`config.mk`:
```
export PLATFORM = sky130hd
export DESIGN_NAME = ccpwm_top
export DESIGN_NICKNAME = d
export VERILOG_FILES = /design/src/hdl/ccpwm_pkg.sv /design/src/hdl/ccpwm_chan_if.sv /design/src/hdl/ccpwm_channel.sv /design/src/hdl/ccpwm_top.sv
export VERILOG_INCLUDE_DIRS = /design/src /design/src/hdl
export SDC_FILE = /design/constraint.sdc
export NUM_CORES = 1
export LEC_CHECK = 0
export BUFFER_PORTS_ARGS = -buffer_cell sky130_fd_sc_hd__clkbuf_2
export CAP_MARGIN = 0
export CORE_ASPECT_RATIO = 1.5
export CORE_MARGIN = 2
export CORE_UTILIZATION = 40
export CTS_BUF_LIST = sky130_fd_sc_hd__clkbuf_8 sky130_fd_sc_hd__clkbuf_16
export DETAILED_ROUTE_END_ITERATION = 8
export HOLD_SLACK_MARGIN = 0.02
export PLACE_DENSITY_LB_ADDON = 0.1
export SETUP_SLACK_MARGIN = 0.5
export SLEW_MARGIN = 10
export SYNTH_ARGS = -nofsm -noshare
export SYNTH_HDL_FRONTEND = slang
export SYNTH_SLANG_ARGS = --single-unit
export TNS_END_PERCENT = 30
```
`constraint.sdc`:
```
create_clock -name clk_sys -period 2.3 [get_ports clk_sys]
set_input_delay 0.46 -clock clk_sys [delete_from_list [all_inputs] [get_ports clk_sys]]
set_output_delay 0.46 -clock clk_sys [all_outputs]
set_load 0.02 [all_outputs]
```
`src/hdl/ccpwm_consts.svh`:
```
// register offsets, field positions, reset values and counts of the pwm unit
`ifndef CCPWM_CONSTS_SVH
`define CCPWM_CONSTS_SVH

`define CCPWM_ADDR_W 4
`define CCPWM_DATA_W 8
`define CCPWM_NUM_CH 2

// per channel: base 3*ch, then buffer, active duty, control
`define CCPWM_CH_STRIDE 4'h3
`define CCPWM_OFS_DUTY_BUF 4'h0
`define CCPWM_OFS_ACT_DUTY 4'h1
`define CCPWM_OFS_CONTROL 4'h2
`define CCPWM_ADDR_PERIOD 4'h6
`define CCPWM_ADDR_TIMER 4'h7
`define CCPWM_ADDR_TCTRL 4'h8
`define CCPWM_ADDR_STATUS 4'h9

// control register fields
`define CCPWM_CTL_DLOW_HI 5
`define CCPWM_CTL_DLOW_LO 4
`define CCPWM_CTL_MODE_HI 3
`define CCPWM_CTL_MODE_LO 0
`define CCPWM_CTL_IMPL_W 6
`define CCPWM_CTL_RESET 6'h00
`define CCPWM_MODE_PWM 2'h3

// timer control fields
`define CCPWM_TC_PRE_HI 1
`define CCPWM_TC_PRE_LO 0
`define CCPWM_TC_ON 2
`define CCPWM_TC_POST_HI 6
`define CCPWM_TC_POST_LO 3
`define CCPWM_TC_RESET 7'h00
`define CCPWM_PERIOD_RESET 8'hff
`define CCPWM_TIMER_RESET 8'h00

// four system clocks make one increment of the unscaled timer
`define CCPWM_PHASES 4
`define CCPWM_FINE_W 6
`define CCPWM_LAST_PRE1 6'h03
`define CCPWM_LAST_PRE4 6'h0f
`define CCPWM_LAST_PRE16 6'h3f

`endif

```
`src/hdl/ccpwm_pkg.sv`:
```
// types shared by the pwm unit
package ccpwm_pkg;
  typedef enum logic [1:0] {
    CCPWM_PRE_1 = 2'b00,
    CCPWM_PRE_4 = 2'b01,
    CCPWM_PRE_16 = 2'b10,
    CCPWM_PRE_16B = 2'b11
  } ccpwm_pre_e;
  typedef logic [7:0] ccpwm_byte_t;
  typedef logic [9:0] ccpwm_duty_t;
endpackage

```
`src/hdl/ccpwm_chan_if.sv`:
```
// carrier between the shared period timer and one pwm channel
`timescale 1ns/100ps
interface ccpwm_chan_if;
  import ccpwm_pkg::*;
  logic restart;
  ccpwm_byte_t timer_val;
  logic [1:0] sub_cnt;
  logic wr_buf;
  logic wr_act;
  logic wr_ctl;
  ccpwm_byte_t wdata;
  ccpwm_byte_t buf_q;
  ccpwm_byte_t act_q;
  logic [5:0] ctl_q;
  logic pin;
  modport timer (output restart, timer_val, sub_cnt, wr_buf, wr_act, wr_ctl, wdata,
                 input buf_q, act_q, ctl_q, pin);
  modport chan (input restart, timer_val, sub_cnt, wr_buf, wr_act, wr_ctl, wdata,
                output buf_q, act_q, ctl_q, pin);
endinterface

```
`src/hdl/ccpwm_channel.sv`:
```
// one pwm channel: duty buffers, control register and output latch
`timescale 1ns/100ps
`include "ccpwm_consts.svh"
module ccpwm_channel (
  input wire logic clk_sys,
  input wire logic rst,
  ccpwm_chan_if.chan cif
);
  import ccpwm_pkg::*;

  ccpwm_byte_t buf_reg;
  ccpwm_byte_t act_reg;
  logic [1:0] act_low_reg;
  logic [5:0] ctl_reg;
  logic pin_reg;

  // decode of mode and compare
  wire logic pwm_mode;
  wire ccpwm_duty_t act_duty;
  wire ccpwm_duty_t buf_duty;
  wire ccpwm_duty_t timer_ext;
  wire logic duty_match;
  wire logic ctl_clear;
  assign pwm_mode = (ctl_reg[`CCPWM_CTL_MODE_HI:`CCPWM_CTL_MODE_HI-1] == `CCPWM_MODE_PWM);
  assign buf_duty = {buf_reg, ctl_reg[`CCPWM_CTL_DLOW_HI:`CCPWM_CTL_DLOW_LO]};
  assign act_duty = {act_reg, act_low_reg};
  assign timer_ext = {cif.timer_val, cif.sub_cnt};
  assign duty_match = (act_duty == timer_ext);
  assign ctl_clear = cif.wr_ctl && (cif.wdata == 8'h00);

  // control register, top two bits not stored so they read as zero
  always_ff @(posedge clk_sys or posedge rst) begin
    if (rst) begin
      ctl_reg <= `CCPWM_CTL_RESET;
    end else if (cif.wr_ctl) begin
      ctl_reg <= cif.wdata[5:0];
    end
  end

  // data registers keep their contents through reset, no reset term
  always_ff @(posedge clk_sys) begin
    if (cif.wr_buf) begin
      buf_reg <= cif.wdata;
    end
  end

  // active duty loads at period restart in pwm mode, and by software write only outside pwm mode
  always_ff @(posedge clk_sys) begin
    if (cif.restart && pwm_mode) begin
      act_reg <= buf_duty[9:2];
      act_low_reg <= buf_duty[1:0];
    end else if (cif.wr_act && !pwm_mode) begin
      act_reg <= cif.wdata;
    end
  end

  // output latch: set at restart unless duty zero, cleared on duty match
  always_ff @(posedge clk_sys or posedge rst) begin
    if (rst) begin
      pin_reg <= 1'b0;
    end else if (ctl_clear || !pwm_mode) begin
      pin_reg <= 1'b0;
    end else if (cif.restart) begin
      pin_reg <= (buf_duty != 10'h000);
    end else if (duty_match) begin
      pin_reg <= 1'b0;
    end
  end

  assign cif.buf_q = buf_reg;
  assign cif.act_q = act_reg;
  assign cif.ctl_q = ctl_reg;
  // pin drops in the match cycle itself, so high time is exactly the duty count
  assign cif.pin = pin_reg && !duty_match;
endmodule

```
`src/hdl/ccpwm_top.sv`:
```
// shared period timer, register port and two pwm channels
//
// What this block does
// - timer equal to period register clears timer on next increment, new period
// - pin goes high at each period start unless duty is zero
// - buffered duty moves into active latch on the restarting increment
// - duty is ten bits: buffer byte plus control bits five and four
// - duty writes allowed anytime; old active duty used until period ends
// - active duty register is read only while in pwm mode
// - active byte plus hidden two-bit latch double-buffer the duty
// - pin clears when active duty equals timer extended by two sub bits
// - duty longer than period never matches, pin stays high
// - postscaler only divides period-match flag rate, not pwm timing
// - writing zero to control forces output latch low
// - control top bits read zero; control resets to zero
// - duty registers undefined at power-up, kept across other resets
// - both channels share one period timer and update instant
//
// Local design decisions: the address map and the plain strobed port.
`timescale 1ns/100ps
`include "ccpwm_consts.svh"
module ccpwm_top #(
  parameter int NUM_CH = `CCPWM_NUM_CH
) (
  input wire logic clk_sys,
  input wire logic rst,
  input wire logic [`CCPWM_ADDR_W-1:0] reg_addr,
  input wire ccpwm_pkg::ccpwm_byte_t reg_wdata,
  input wire logic reg_wr,
  input wire logic reg_rd,
  output logic [`CCPWM_DATA_W-1:0] reg_rdata,
  output logic [NUM_CH-1:0] pwm_output_pin
);
  import ccpwm_pkg::*;

  ccpwm_byte_t period_reg;
  ccpwm_byte_t timer_reg;
  logic [6:0] tctrl_reg;
  logic [`CCPWM_FINE_W-1:0] fine_reg;
  logic [3:0] post_cnt_reg;
  logic match_flag_reg;
  ccpwm_byte_t rdata_reg;
  logic [NUM_CH-1:0] pin_reg;

  ccpwm_chan_if chan_if[NUM_CH]();

  // timer control decode
  wire ccpwm_pre_e pre_sel;
  wire logic timer_on;
  wire logic [3:0] post_sel;
  assign pre_sel = ccpwm_pre_e'(tctrl_reg[`CCPWM_TC_PRE_HI:`CCPWM_TC_PRE_LO]);
  assign timer_on = tctrl_reg[`CCPWM_TC_ON];
  assign post_sel = tctrl_reg[`CCPWM_TC_POST_HI:`CCPWM_TC_POST_LO];

  // the fine counter covers phase clock and prescaler in one register
  wire logic [`CCPWM_FINE_W-1:0] fine_last;
  wire logic tick;
  wire logic [1:0] sub_bits;
  wire logic period_hit;
  wire logic restart;
  assign fine_last = (pre_sel == CCPWM_PRE_1) ? `CCPWM_LAST_PRE1 :
                     (pre_sel == CCPWM_PRE_4) ? `CCPWM_LAST_PRE4 : `CCPWM_LAST_PRE16;
  assign tick = timer_on && (fine_reg == fine_last);
  // top two bits of the fine count extend the timer to ten bits
  assign sub_bits = (pre_sel == CCPWM_PRE_1) ? fine_reg[1:0] :
                    (pre_sel == CCPWM_PRE_4) ? fine_reg[3:2] : fine_reg[5:4];
  assign period_hit = (timer_reg == period_reg);
  assign restart = tick && period_hit;

  // register decode
  wire logic wr_period;
  wire logic wr_timer;
  wire logic wr_tctrl;
  wire logic wr_status;
  wire logic post_done;
  assign wr_period = reg_wr && (reg_addr == `CCPWM_ADDR_PERIOD);
  assign wr_timer = reg_wr && (reg_addr == `CCPWM_ADDR_TIMER);
  assign wr_tctrl = reg_wr && (reg_addr == `CCPWM_ADDR_TCTRL);
  assign wr_status = reg_wr && (reg_addr == `CCPWM_ADDR_STATUS);
  assign post_done = restart && (post_cnt_reg == post_sel);

  // fine counter: restarts on a prescale change so the phase stays coherent
  always_ff @(posedge clk_sys or posedge rst) begin
    if (rst) begin
      fine_reg <= '0;
    end else if (!timer_on || wr_tctrl || tick) begin
      fine_reg <= '0;
    end else begin
      fine_reg <= fine_reg + 1'b1;
    end
  end

  // period timer, shared by all channels
  always_ff @(posedge clk_sys or posedge rst) begin
    if (rst) begin
      timer_reg <= `CCPWM_TIMER_RESET;
    end else if (wr_timer) begin
      timer_reg <= reg_wdata;
    end else if (restart) begin
      timer_reg <= `CCPWM_TIMER_RESET;
    end else if (tick) begin
      timer_reg <= timer_reg + 1'b1;
    end
  end

  // period and timer control registers
  always_ff @(posedge clk_sys or posedge rst) begin
    if (rst) begin
      period_reg <= `CCPWM_PERIOD_RESET;
      tctrl_reg <= `CCPWM_TC_RESET;
    end else begin
      if (wr_period) begin
        period_reg <= reg_wdata;
      end
      if (wr_tctrl) begin
        tctrl_reg <= reg_wdata[6:0];
      end
    end
  end

  // postscaler counts period matches only; it never touches pwm timing
  always_ff @(posedge clk_sys or posedge rst) begin
    if (rst) begin
      post_cnt_reg <= 4'h0;
    end else if (wr_tctrl || post_done) begin
      post_cnt_reg <= 4'h0;
    end else if (restart) begin
      post_cnt_reg <= post_cnt_reg + 4'h1;
    end
  end

  // sticky match flag, write one to clear; a new match wins over the clear
  always_ff @(posedge clk_sys or posedge rst) begin
    if (rst) begin
      match_flag_reg <= 1'b0;
    end else if (post_done) begin
      match_flag_reg <= 1'b1;
    end else if (wr_status && reg_wdata[0]) begin
      match_flag_reg <= 1'b0;
    end
  end

  // channels: one write decode and one instance each
  ccpwm_byte_t ch_rd[NUM_CH];
  logic [NUM_CH-1:0] ch_hit;
  genvar g;
  generate
    for (g = 0; g < NUM_CH; g = g + 1) begin : g_ch
      wire logic [`CCPWM_ADDR_W-1:0] base;
      wire logic [`CCPWM_ADDR_W-1:0] rel;
      assign base = `CCPWM_ADDR_W'(g * 3);
      assign rel = reg_addr - base;
      assign ch_hit[g] = (reg_addr >= base) && (rel <= `CCPWM_OFS_CONTROL);
      assign chan_if[g].restart = restart;
      assign chan_if[g].timer_val = timer_reg;
      assign chan_if[g].sub_cnt = sub_bits;
      assign chan_if[g].wdata = reg_wdata;
      assign chan_if[g].wr_buf = reg_wr && ch_hit[g] && (rel == `CCPWM_OFS_DUTY_BUF);
      assign chan_if[g].wr_act = reg_wr && ch_hit[g] && (rel == `CCPWM_OFS_ACT_DUTY);
      assign chan_if[g].wr_ctl = reg_wr && ch_hit[g] && (rel == `CCPWM_OFS_CONTROL);
      assign ch_rd[g] = (rel == `CCPWM_OFS_DUTY_BUF) ? chan_if[g].buf_q :
                        (rel == `CCPWM_OFS_ACT_DUTY) ? chan_if[g].act_q :
                        {2'b00, chan_if[g].ctl_q};
      ccpwm_channel i_ccpwm_channel (
        .clk_sys(clk_sys),
        .rst(rst),
        .cif(chan_if[g])
      );
      // pin registered once more so the top output is a local flop
      always_ff @(posedge clk_sys or posedge rst) begin
        if (rst) begin
          pin_reg[g] <= 1'b0;
        end else begin
          pin_reg[g] <= chan_if[g].pin;
        end
      end
    end
  endgenerate

  // read selection; unmapped addresses read zero
  ccpwm_byte_t rd_mux;
  always_comb begin
    rd_mux = 8'h00;
    for (int i = 0; i < NUM_CH; i++) begin
      if (ch_hit[i]) begin
        rd_mux = ch_rd[i];
      end
    end
    case (reg_addr)
      `CCPWM_ADDR_PERIOD: rd_mux = period_reg;
      `CCPWM_ADDR_TIMER: rd_mux = timer_reg;
      `CCPWM_ADDR_TCTRL: rd_mux = {1'b0, tctrl_reg};
      `CCPWM_ADDR_STATUS: rd_mux = {7'h00, match_flag_reg};
      default: ;
    endcase
  end

  // read data stands for the one cycle after the strobe
  always_ff @(posedge clk_sys or posedge rst) begin
    if (rst) begin
      rdata_reg <= 8'h00;
    end else if (reg_rd) begin
      rdata_reg <= rd_mux;
    end else begin
      rdata_reg <= 8'h00;
    end
  end

  assign reg_rdata = rdata_reg;
  assign pwm_output_pin = pin_reg;
endmodule

```
==> results.toml, run 1 <==
[clock_network]
cts.sinks = 94
clock_path_buffers = 2
cts_root_buf = "clkbuf_16"
cts_buffers = 9
h-tree-depth = 3
path_clk_slew_ns = 0.07
cts_tree = "yes"
clk_latency_ns = 0.34
cts_hold_buf = 0

[die]
dieHeight_um = 143.7
io_pins = 26
start_util_pct = 40.57
rows = 51
design.core.area_um2 = 12830
die_w_um = 97.13
die-area_um2 = 13960

[timing]
fmax_ghz = 0.4553
setup_viol = 0
fin_crit_sh_pct = 95.50
slew_viol_final = 0
fin_skew_ns = 0.007109
max_slew_margin_pct = 53.59
hold_viol = 0
period_minus_slack_ns = 2.196
rsz0062_at_grt = "true"
worst_pin_slew_ns = 0.6937
fin_ws_ns = 0.1036

[final_layout]
utilization_pct = 51.18
fill_cells = 1157
final_cell_mix = "buf_4 (72), nand2_1 (51), dfrtp_1 (50)"
area_growth_pct = 26.14
final_common_cell = "buf_4"
fin_cells = 733
nets = 594
drive_gt1_share_pct = 35.89
num_antenna_cells = 0

[route]
finalWirelength_um = 16580
routed_via_density = 5.791
drt_iter0_markers = 225
antenna_left = 0
drt_pre_antenna_iters = 5
vias = 4245
wl_per_cell_um = 22.62
drc = 0

[setup_path]
start_kind = "register"
path_cells = "or3b_4 -> a211oi_2 -> o211ai_2 -> buf_6 -> nor2_4 -> buf_12 -> mux2_2"
reg2reg_from = "fine_reg[4]"
worstSetupPathType = "register to register"
critPathArrivalTime_ns = 2.29
r2r-end = "g_ch[1].i_ccpwm_channel.cif.act_q[3]"
path_max_fanout = 9
slowest_stage = "dfrtp_1"
cp-end-kind = "register"
reg2regPathDepth = 7
cpPeakStageDelay_ns = 0.42
cp_data_required_time_ns = 2.40
reg2reg_slack_ns = 0.10

[power]
ir_worst_vdd_mv = 0.3878
powerDensity_nw_per_um2 = 724.6
leakage_nw = 2.691
power_mw = 4.756

[global_routing]
grt.overflow.total = 0
grt_max_degree = 28
grt_pass1_wl_um = 25120
antenna_found_initial = 0
grt_usage_pct = 24.16
grt_pass1_vias = 4307

[yosys]
synthAdderAreaFrac_pct = 2.164
synth_compound_area_share_pct = 13.39
synthFlopType = "dfrtp_1"
yosysTopAreaCell = "dfrtp_1"
ys_top_cells_by_area = "dfrtp_1 (24%), edfxtp_1 (21%), mux2_2 (8.2%), xor2_1 (4.4%), dfstp_2 (4.0%)"
synthSimpleGateAreaFrac_pct = 16.33
yosys.area.top_type_share_pct = 24.04
syn_area_um2 = 5204
yosysUniqueCellTypes = 61
synthMuxAreaShare_pct = 10.34
syn_inst = 484
synth_xor_area_share_pct = 5.891
yosysWarnings = 0
synth_nets = 509
syn_avg_cell_area_um2 = 10.75
ys_seq_area_share_pct = 48.86
synthArstFlopShare_pct = 61.70
synth_edf_count = 36
synth_top_family_by_area = "simple AND/OR/NAND/NOR gates"
ys_ff_latch = 94

[placed_design]
hpwl_um = 12540
gp_congestion = 0.8948
dp_cells = 705
io_buffers = 25
place_ws_ns = -0.1722

[outcome]
status = "complete, no violations"

[hold_path]
hold_class = "input port to asynchronous set/reset pin"

[flow_run]
max_cap_viol_count = 0
[cell type report]
class                           count  area (µm²)  area share [%]
Multi-Input combinational cell    351        2693           41.02
Sequential cell                    94        2542           38.73
Timing Repair Buffer              105       790.8           12.05
Inverter                            8       47.55          0.7244
Clock inverter                      7       66.31           1.010
Tap cell                          159       198.9           3.031
Clock buffer                        9       225.2           3.431
[Yosys cell counts (all sizes together), types with 3 or more instances]
library cell,instances
nand2,53
dfrtp,50
mux2,38
edfxtp,36
nor2,27
xor2,26
clkbuf,24
o21ai,21
a21oi,15
nor4,14
nor3,13
mux2i,11
nand3,11
ha,9
xnor2,9
dfstp,8
inv,8
o22ai,8
a211oi,7
a22oi,7
a31o,7
buf,7
a22o,6
nand2b,6
nor3b,5
a32o,4
and2,4
and3,4
a21boi,3
a311oi,3
a32oi,3
and3b,3
nand4,3
o211ai,3
or4,3
or4b,3
[layer usage]
layer  vias to the layer above  part of all wire [%]  GRT usage [%]
li1                       1957                     -              -
met1                      2118                    38          27.34
met2                       129                    52          43.57
met3                        41                   3.7          2.918
met4                         0                   5.4          14.53
met5                         -                     0              0
[critical path: cells and delay by family (launching register included)]
kind            cells  cell delay (ns)
compound gates      2             0.38
buf+inv             2             0.31
flops               1             0.42
mux                 1             0.33
simple gates        2             0.51
[kinds of logic after synthesis]
family                     after synthesis
and+or+nand+nor                        159
AOI/OAI and AO/OA                       99
DFF                                     94
muxes                                   49
buffers and inverters                   39
xor gates and xnor gates                35
adders and majority gates                9
[worst max path at each step]
stage                       startpoint                                     end  slack, ns  cells after the start
4_1_cts                    fine_reg[4]    g_ch[1].i_ccpwm_channel.cif.act_q[3]       0.09                      7
2_1_floorplan  chan_if[0].timer_val[0]  g_ch[0].i_ccpwm_channel.act_low_reg[0]       0.12                      6
5_1_grt                    fine_reg[4]    g_ch[1].i_ccpwm_channel.cif.act_q[0]       0.03                      7
3_3_place_gp               reg_addr[1]                            reg_rdata[2]      -0.16                      9
6_report                   fine_reg[4]    g_ch[1].i_ccpwm_channel.cif.act_q[3]       0.10                      7
3_5_place_dp               reg_addr[1]                            reg_rdata[3]      -0.17                      9
[report_power, final]
part	switching [mW]	total [mW]	leakage, nW	internal, mW
Clock	0.663	1.50	0.144	0.838
Combinational	0.609	1.12	1.49	0.512
Sequential	0.183	2.13	1.05	1.95
Total	1.46	4.76	2.69	3.30
[through the flow]
step | instance area [µm²] | hold WS (ns) | setup TNS [ns]
floorplan | 5395 | 0.4443 | 0
global placement | 6088 | 0.4432 | -0.4204
detailed placement | 6088 | 0.4455 | -0.5910
CTS | 6535 | 0.07928 | 0
global route | 6564 | 0.08801 | 0
finish | 6564 | 0.07446 | 0
[repair_timing]
item,in CTS,in global routing
gates resized for setup,17,5
endpoints found under the setup margin,74,94
setup buffers,11,1
pin swaps,6,2
No activity file was read; power rests on OpenSTA's default activity.
==> run 2, diff against run 1 <==
ABC_AREA = 1   (was unset)
CAP_MARGIN = unset   (was 0)
REMOVE_ABC_BUFFERS = 1   (was unset)
==> results.toml, run 2 <==
[die]
start_util_pct = 40.96
io_pins = 26
rows = 51
design.core.area_um2 = 12950
dieHeight_um = 145.1
die_w_um = 98.04
die-area_um2 = 14220

[timing]
max_slew_margin_pct = 62.07
setup-tns-final_ns = 0
fmax_ghz = 0.5472
rsz0062_at_grt = "true"
fin_crit_sh_pct = 79.46
setup_viol = 0
worst_pin_slew_ns = 0.5659
fin_skew_ns = 0.007674
period_minus_slack_ns = 1.827
hold_viol = 0
slew_viol_final = 0

[setup_path]
reg2reg_slack_ns = 0.47
worstSetupPathType = "register to register"
r2r-end = "g_ch[1].i_ccpwm_channel.cif.act_q[4]"
reg2reg_from = "tctrl_reg[0]"
worst-path-buf-inv = 4
cpPeakStageDelay_ns = 0.46
cp-end-kind = "register"
reg2regPathDepth = 11
critPathTopFamily = "simple AND/OR/NAND/NOR gates"
path_max_fanout = 9
path_cells = "nor2_4 -> o21ai_1 -> o21ai_0 -> inv_1 -> nand2_2 -> clkinv_4 -> nand2_4 -> inv_8 -> nand2_4 -> buf_4 -> o21ai_2"
critPathArrivalTime_ns = 1.93
crit_cells = 11
slowest_stage = "dfrtp_2"
start_kind = "register"
cpMostUsedCell = "nand2_4"
cp_data_required_time_ns = 2.40

[global_routing]
grt_pass1_wl_um = 25280
grt.overflow.total = 0
grt_pass1_vias = 4520
grt_usage_pct = 23.66
grt_max_degree = 34
antenna_found_initial = 0

[yosys]
ys_top_cells_by_area = "dfrtp_1 (24%), edfxtp_1 (20%), nand2_1 (12%), inv_1 (5.9%), xor2_1 (4.6%)"
synthFlopType = "dfrtp_1"
yosysTopAreaCell = "dfrtp_1"
ys_ff_latch = 94
syn_avg_cell_area_um2 = 8.343
yosysWarnings = 0
yosysUniqueCellTypes = 39
yosysMostFrequentCell = "nand2_1"
ys_seq_area_share_pct = 47.91
yosys.area.top_type_share_pct = 23.58
synth_edf_count = 36
syn_inst = 636
synthArstFlopShare_pct = 61.70
synth_common_cells = "nand2_1 (171), inv_1 (84), dfrtp_1 (50)"
syn_area_um2 = 5306

[clock_network]
cts_buffers = 9
h-tree-depth = 3
cts_tree = "yes"
path_clk_slew_ns = 0.06
clock_path_buffers = 2
cts_root_buf = "clkbuf_16"
clk_latency_ns = 0.35
cts.sinks = 94

[final_layout]
nets = 737
drive_gt1_share_pct = 20.64
multi_input_area_um2 = 2421
fin_cells = 876
seq_area_um2 = 2546
final_common_cell = "nand2_1"
area_growth_pct = 19.52
fill_cells = 1238
num_antenna_cells = 0
final_cell_mix = "nand2_1 (169), inv_1 (86), o21ai_0 (47), dfrtp_1 (47), buf_4 (47)"

[power]
netSwitchingPower_mw = 1.467
seqPwrFrac_pct = 45.0
switching_share_pct = 31.40
clockPowerShare_pct = 32.0
power_frac_comb_pct = 23.0
internal-power_mw = 3.205
powerDensity_nw_per_um2 = 736.7
ir_worst_vdd_mv = 0.3936
leakage_nw = 3.064

[placed_design]
hpwl_um = 12510
gp_congestion = 0.9722
io_buffers = 25
dp_cells = 843

[outcome]
status = "complete, no violations"

[route]
routed_via_density = 5.154
wl_per_cell_um = 18.83
drc = 0
drt_iter0_markers = 198
antenna_left = 0
finalWirelength_um = 16500
vias = 4515
drt_pre_antenna_iters = 4

[hold_path]
hold_class = "input port to asynchronous set/reset pin"

[flow_run]
max_cap_viol_count = 0
run 2: worst max-delay path by stage:
stage | to | from | slack [ns]
final | g_ch[1].i_ccpwm_channel.cif.act_q[4] | tctrl_reg[0] | 0.47
after global placement | g_ch[1].i_ccpwm_channel.cif.buf_q[2] | reg_addr[0] | 0.05
after floorplan | g_ch[1].i_ccpwm_channel.cif.buf_q[0] | reg_addr[0] | 0.1
after detailed placement | reg_rdata[5] | reg_addr[1] | 0.003
after global routing | g_ch[1].i_ccpwm_channel.cif.act_q[0] | tctrl_reg[0] | 0.37
after CTS | g_ch[0].i_ccpwm_channel.cif.act_q[3] | period_reg[2] | 0.46
run 2: worst min-delay path, cell delays in order:
cell	delay [ns]
clkbuf_2	0.09
inv_2	0.05
buf_4	0.32
run 2: metal layers:
metal	global-route usage (%)	part of all wire, %	up-vias
met2	41.88	52	126
met4	11.53	5.1	0
met3	2.457	3.2	40
met5	0	0	-
met1	28.26	39	2132
li1	-	-	2217
run 2: cells by family (layout without fill, tap and decap cells):
group,Yosys count,in the layout,synth area share [%]
AO/OA/AOI/OAI,98,98,10.37
XOR/XNOR,41,41,6.767
adder cells (fa/ha/maj),9,9,2.122
buffers and inverters,105,184,8.489
flip-flops,94,94,47.91
AND/OR/NAND/NOR,289,291,24.33
run 2: layout make-up:
| cell class | instances | share of cell area [%] |
|---|---|---|
| clock buffer | 11 | 4.340 |
| clock inverter | 5 | 0.3551 |
| inverter | 93 | 5.721 |
| multi-input combinational | 439 | 38.17 |
| sequential | 94 | 40.15 |
| tap | 159 | 3.137 |
| timing repair buffer | 75 | 8.128 |
run 2: what timing repair did:
action                                  in CTS  in global routing
setup buffers                               11                  4
endpoints found under the setup margin      64                 64
hold buffers                                 0                  0
resized for setup                           10                 19
gates cloned                                 1                  1
pin swaps                                    4                  8
run 2: power by group through the flow:
stage / registers, mW / logic [mW] / clock network [mW]
CTS: 2.10 / 1.04 / 1.51
detailed placement: 2.12 / 1.01 / 0
global placement: 2.12 / 0.999 / 0
finish: 2.10 / 1.08 / 1.49
floorplan: 2.13 / 0.590 / 0
global route: 2.12 / 1.18 / 1.57
run 2: metrics by stage:
| step | power [mW] | cell area, µm² | hold WS, ns | util (%) | setup WS, ns |
|---|---|---|---|---|---|
| floorplan | 2.715 | 5213 | 0.4249 | - | 0.09847 |
| global placement | 3.124 | 5799 | 0.4350 | 44.77 | 0.04977 |
| detailed placement | 3.134 | 5799 | 0.4365 | 44.77 | 0.003073 |
| CTS | 4.642 | 6232 | 0.1745 | 48.11 | 0.4570 |
| global route | 4.873 | 6342 | 0.2088 | 48.96 | 0.3746 |
| finish | 4.672 | 6342 | 0.1628 | 48.96 | 0.4725 |
==> run 3, diff against run 2 <==
clock period = 1.8 ns   (was 2.3 ns; I/O delays follow)
==> results.toml, run 3 (synthesized netlist as in run 2, its figures left out) <==
[final_layout]
utilization_pct = 56.67
drive_gt1_share_pct = 39.34
area_growth_pct = 38.34
design_area_um2 = 7341
final_cell_mix = "nand2_1 (120), inv_1 (68), buf_4 (68)"
fin_cells = 919
nets = 780
final_common_cell = "nand2_1"
num_antenna_cells = 0

[die]
start_util_pct = 40.96
die-area_um2 = 14220
dieHeight_um = 145.1
die_w_um = 98.04
rows = 51
design.core.area_um2 = 12950
io_pins = 26

[route]
wl_per_cell_um = 18.87
drc = 0
drt_iter0_markers = 196
vias = 4778
routed_via_density = 5.199
met3_length_um = 618
drt_pre_antenna_iters = 4
highest_layer = "met4"
wl_met2_um = 8995
finalWirelength_um = 17340
antenna_left = 0
m1WireLength_um = 6757

[power]
ir_worst_vdd_mv = 0.5122
power_mw = 6.661
powerDensity_nw_per_um2 = 907.4
leakage_nw = 3.413

[placed_design]
dpl_cell_area_um2 = 6262
place_ws_ns = -0.3201
gp_congestion = 0.9395
dp_cells = 898
io_buffers = 25
hpwl_um = 13120

[timing]
hold_viol = 0
setup_viol = 24
fin_skew_ns = 0.01088
max_slew_margin_pct = 72.31
fin_crit_sh_pct = 101.7
fin_ws_ns = -0.03135
slew_viol_final = 0
rsz0062_at_grt = "true"
worst_pin_slew_ns = 0.4122
fmax_ghz = 0.5460
period_minus_slack_ns = 1.831

[clock_network]
clock_path_buffers = 2
clk_latency_ns = 0.35
h-tree-depth = 3
cts_tree = "yes"
cts_buffers = 9
cts_hold_buf = 0
cts.sinks = 94
path_clk_slew_ns = 0.07
cts_root_buf = "clkbuf_16"

[setup_path]
crit_start = "period_reg[5]"
reg2reg_from = "period_reg[5]"
critPathArrivalTime_ns = 1.89
path_max_fanout = 8
worstSetupPathType = "register to register"
cp-end-kind = "register"
start_kind = "register"
cp_data_required_time_ns = 1.86

[global_routing]
grt.overflow.total = 0
antenna_found_initial = 0
grt_pass1_wl_um = 26630
grt_usage_pct = 24.68
grt_pass1_vias = 4844
grt_max_degree = 59

[outcome]
status = "finished with violations"
violations = "negative setup slack"

[hold_path]
hold_class = "input port to asynchronous set/reset pin"

[flow_run]
max_cap_viol_count = 0
## run 3: cell count changes in the layout (fill, tap and decap cells not counted), moves of 13 or more
cell / delta
buf_4: +21
nand3_1: -13
nand2_1: -49
inv_1: -18
buf_6: +17
nand2_2: +42
## run 3: worst max-delay path, stage by stage (launching register included)
cell	delay (ns)
dfstp_2	0.58
xor2_1	0.08
nor2_1	0.09
nand2_1	0.10
nor2_4	0.21
nand2_4	0.11
inv_8	0.08
nand2_8	0.06
o21ai_2	0.07
buf_6	0.16
## run 3: power by group
part	leakage (nW)	internal [mW]	switching (mW)
logic	2.18	0.735	1.01
clock network	0.178	1.39	0.860
registers	1.06	2.47	0.200
## run 3: path summary, 6_finish.rpt
| check | end | slack (ns) | depth (start not counted) |
|---|---|---|---|
| min in group clk_sys | g_ch[1].i_ccpwm_channel.cif.buf_q[3] | 0.31 | 1 |
| setup reg to reg | g_ch[1].i_ccpwm_channel.cif.act_q[5] | -0.03 | 9 |
| max in group asynchronous | period_reg[1] | 1.43 | 3 |
| setup / recovery | g_ch[1].i_ccpwm_channel.cif.act_q[5] | -0.03 | 9 |
| hold reg to reg | g_ch[0].i_ccpwm_channel.act_low_reg[1] | 0.46 | 0 |
| hold / removal | tctrl_reg[0] | 0.06 | 3 |
## run 3: cell type report
cell class	count	area (µm²)
Inverter	93	380.4
Fill cell	1179	5613
Clock inverter	5	77.57
Multi-Input combinational cell	437	2830
Clock buffer	11	275.3
Timing Repair Buffer	120	1035
Tap cell	159	198.9
Sequential cell	94	2544
## run 3: timing repair
item / 4_1_cts / 5_1_grt
gates cloned: 0 / 2
setup buffers: 1 / 2
gates resized for setup: 100 / 98
endpoints found under the setup margin: 96 / 107
pin swaps: 43 / 49
## run 3: metal layers
layer  GRT usage, %  up-vias
li1               -     2300
met1          29.04     2280
met5              0        -
met3          3.179       53
met2          43.18      145
met4          13.13        0
## run 3: through the flow
step,hold WS [ns],TNS (ns)
global route,0.09929,-2.130
floorplan,0.4249,-3.537
finish,0.05874,-0.3299
CTS,0.07300,-0.5233
detailed placement,0.4407,-11.49
global placement,0.4344,-9.681
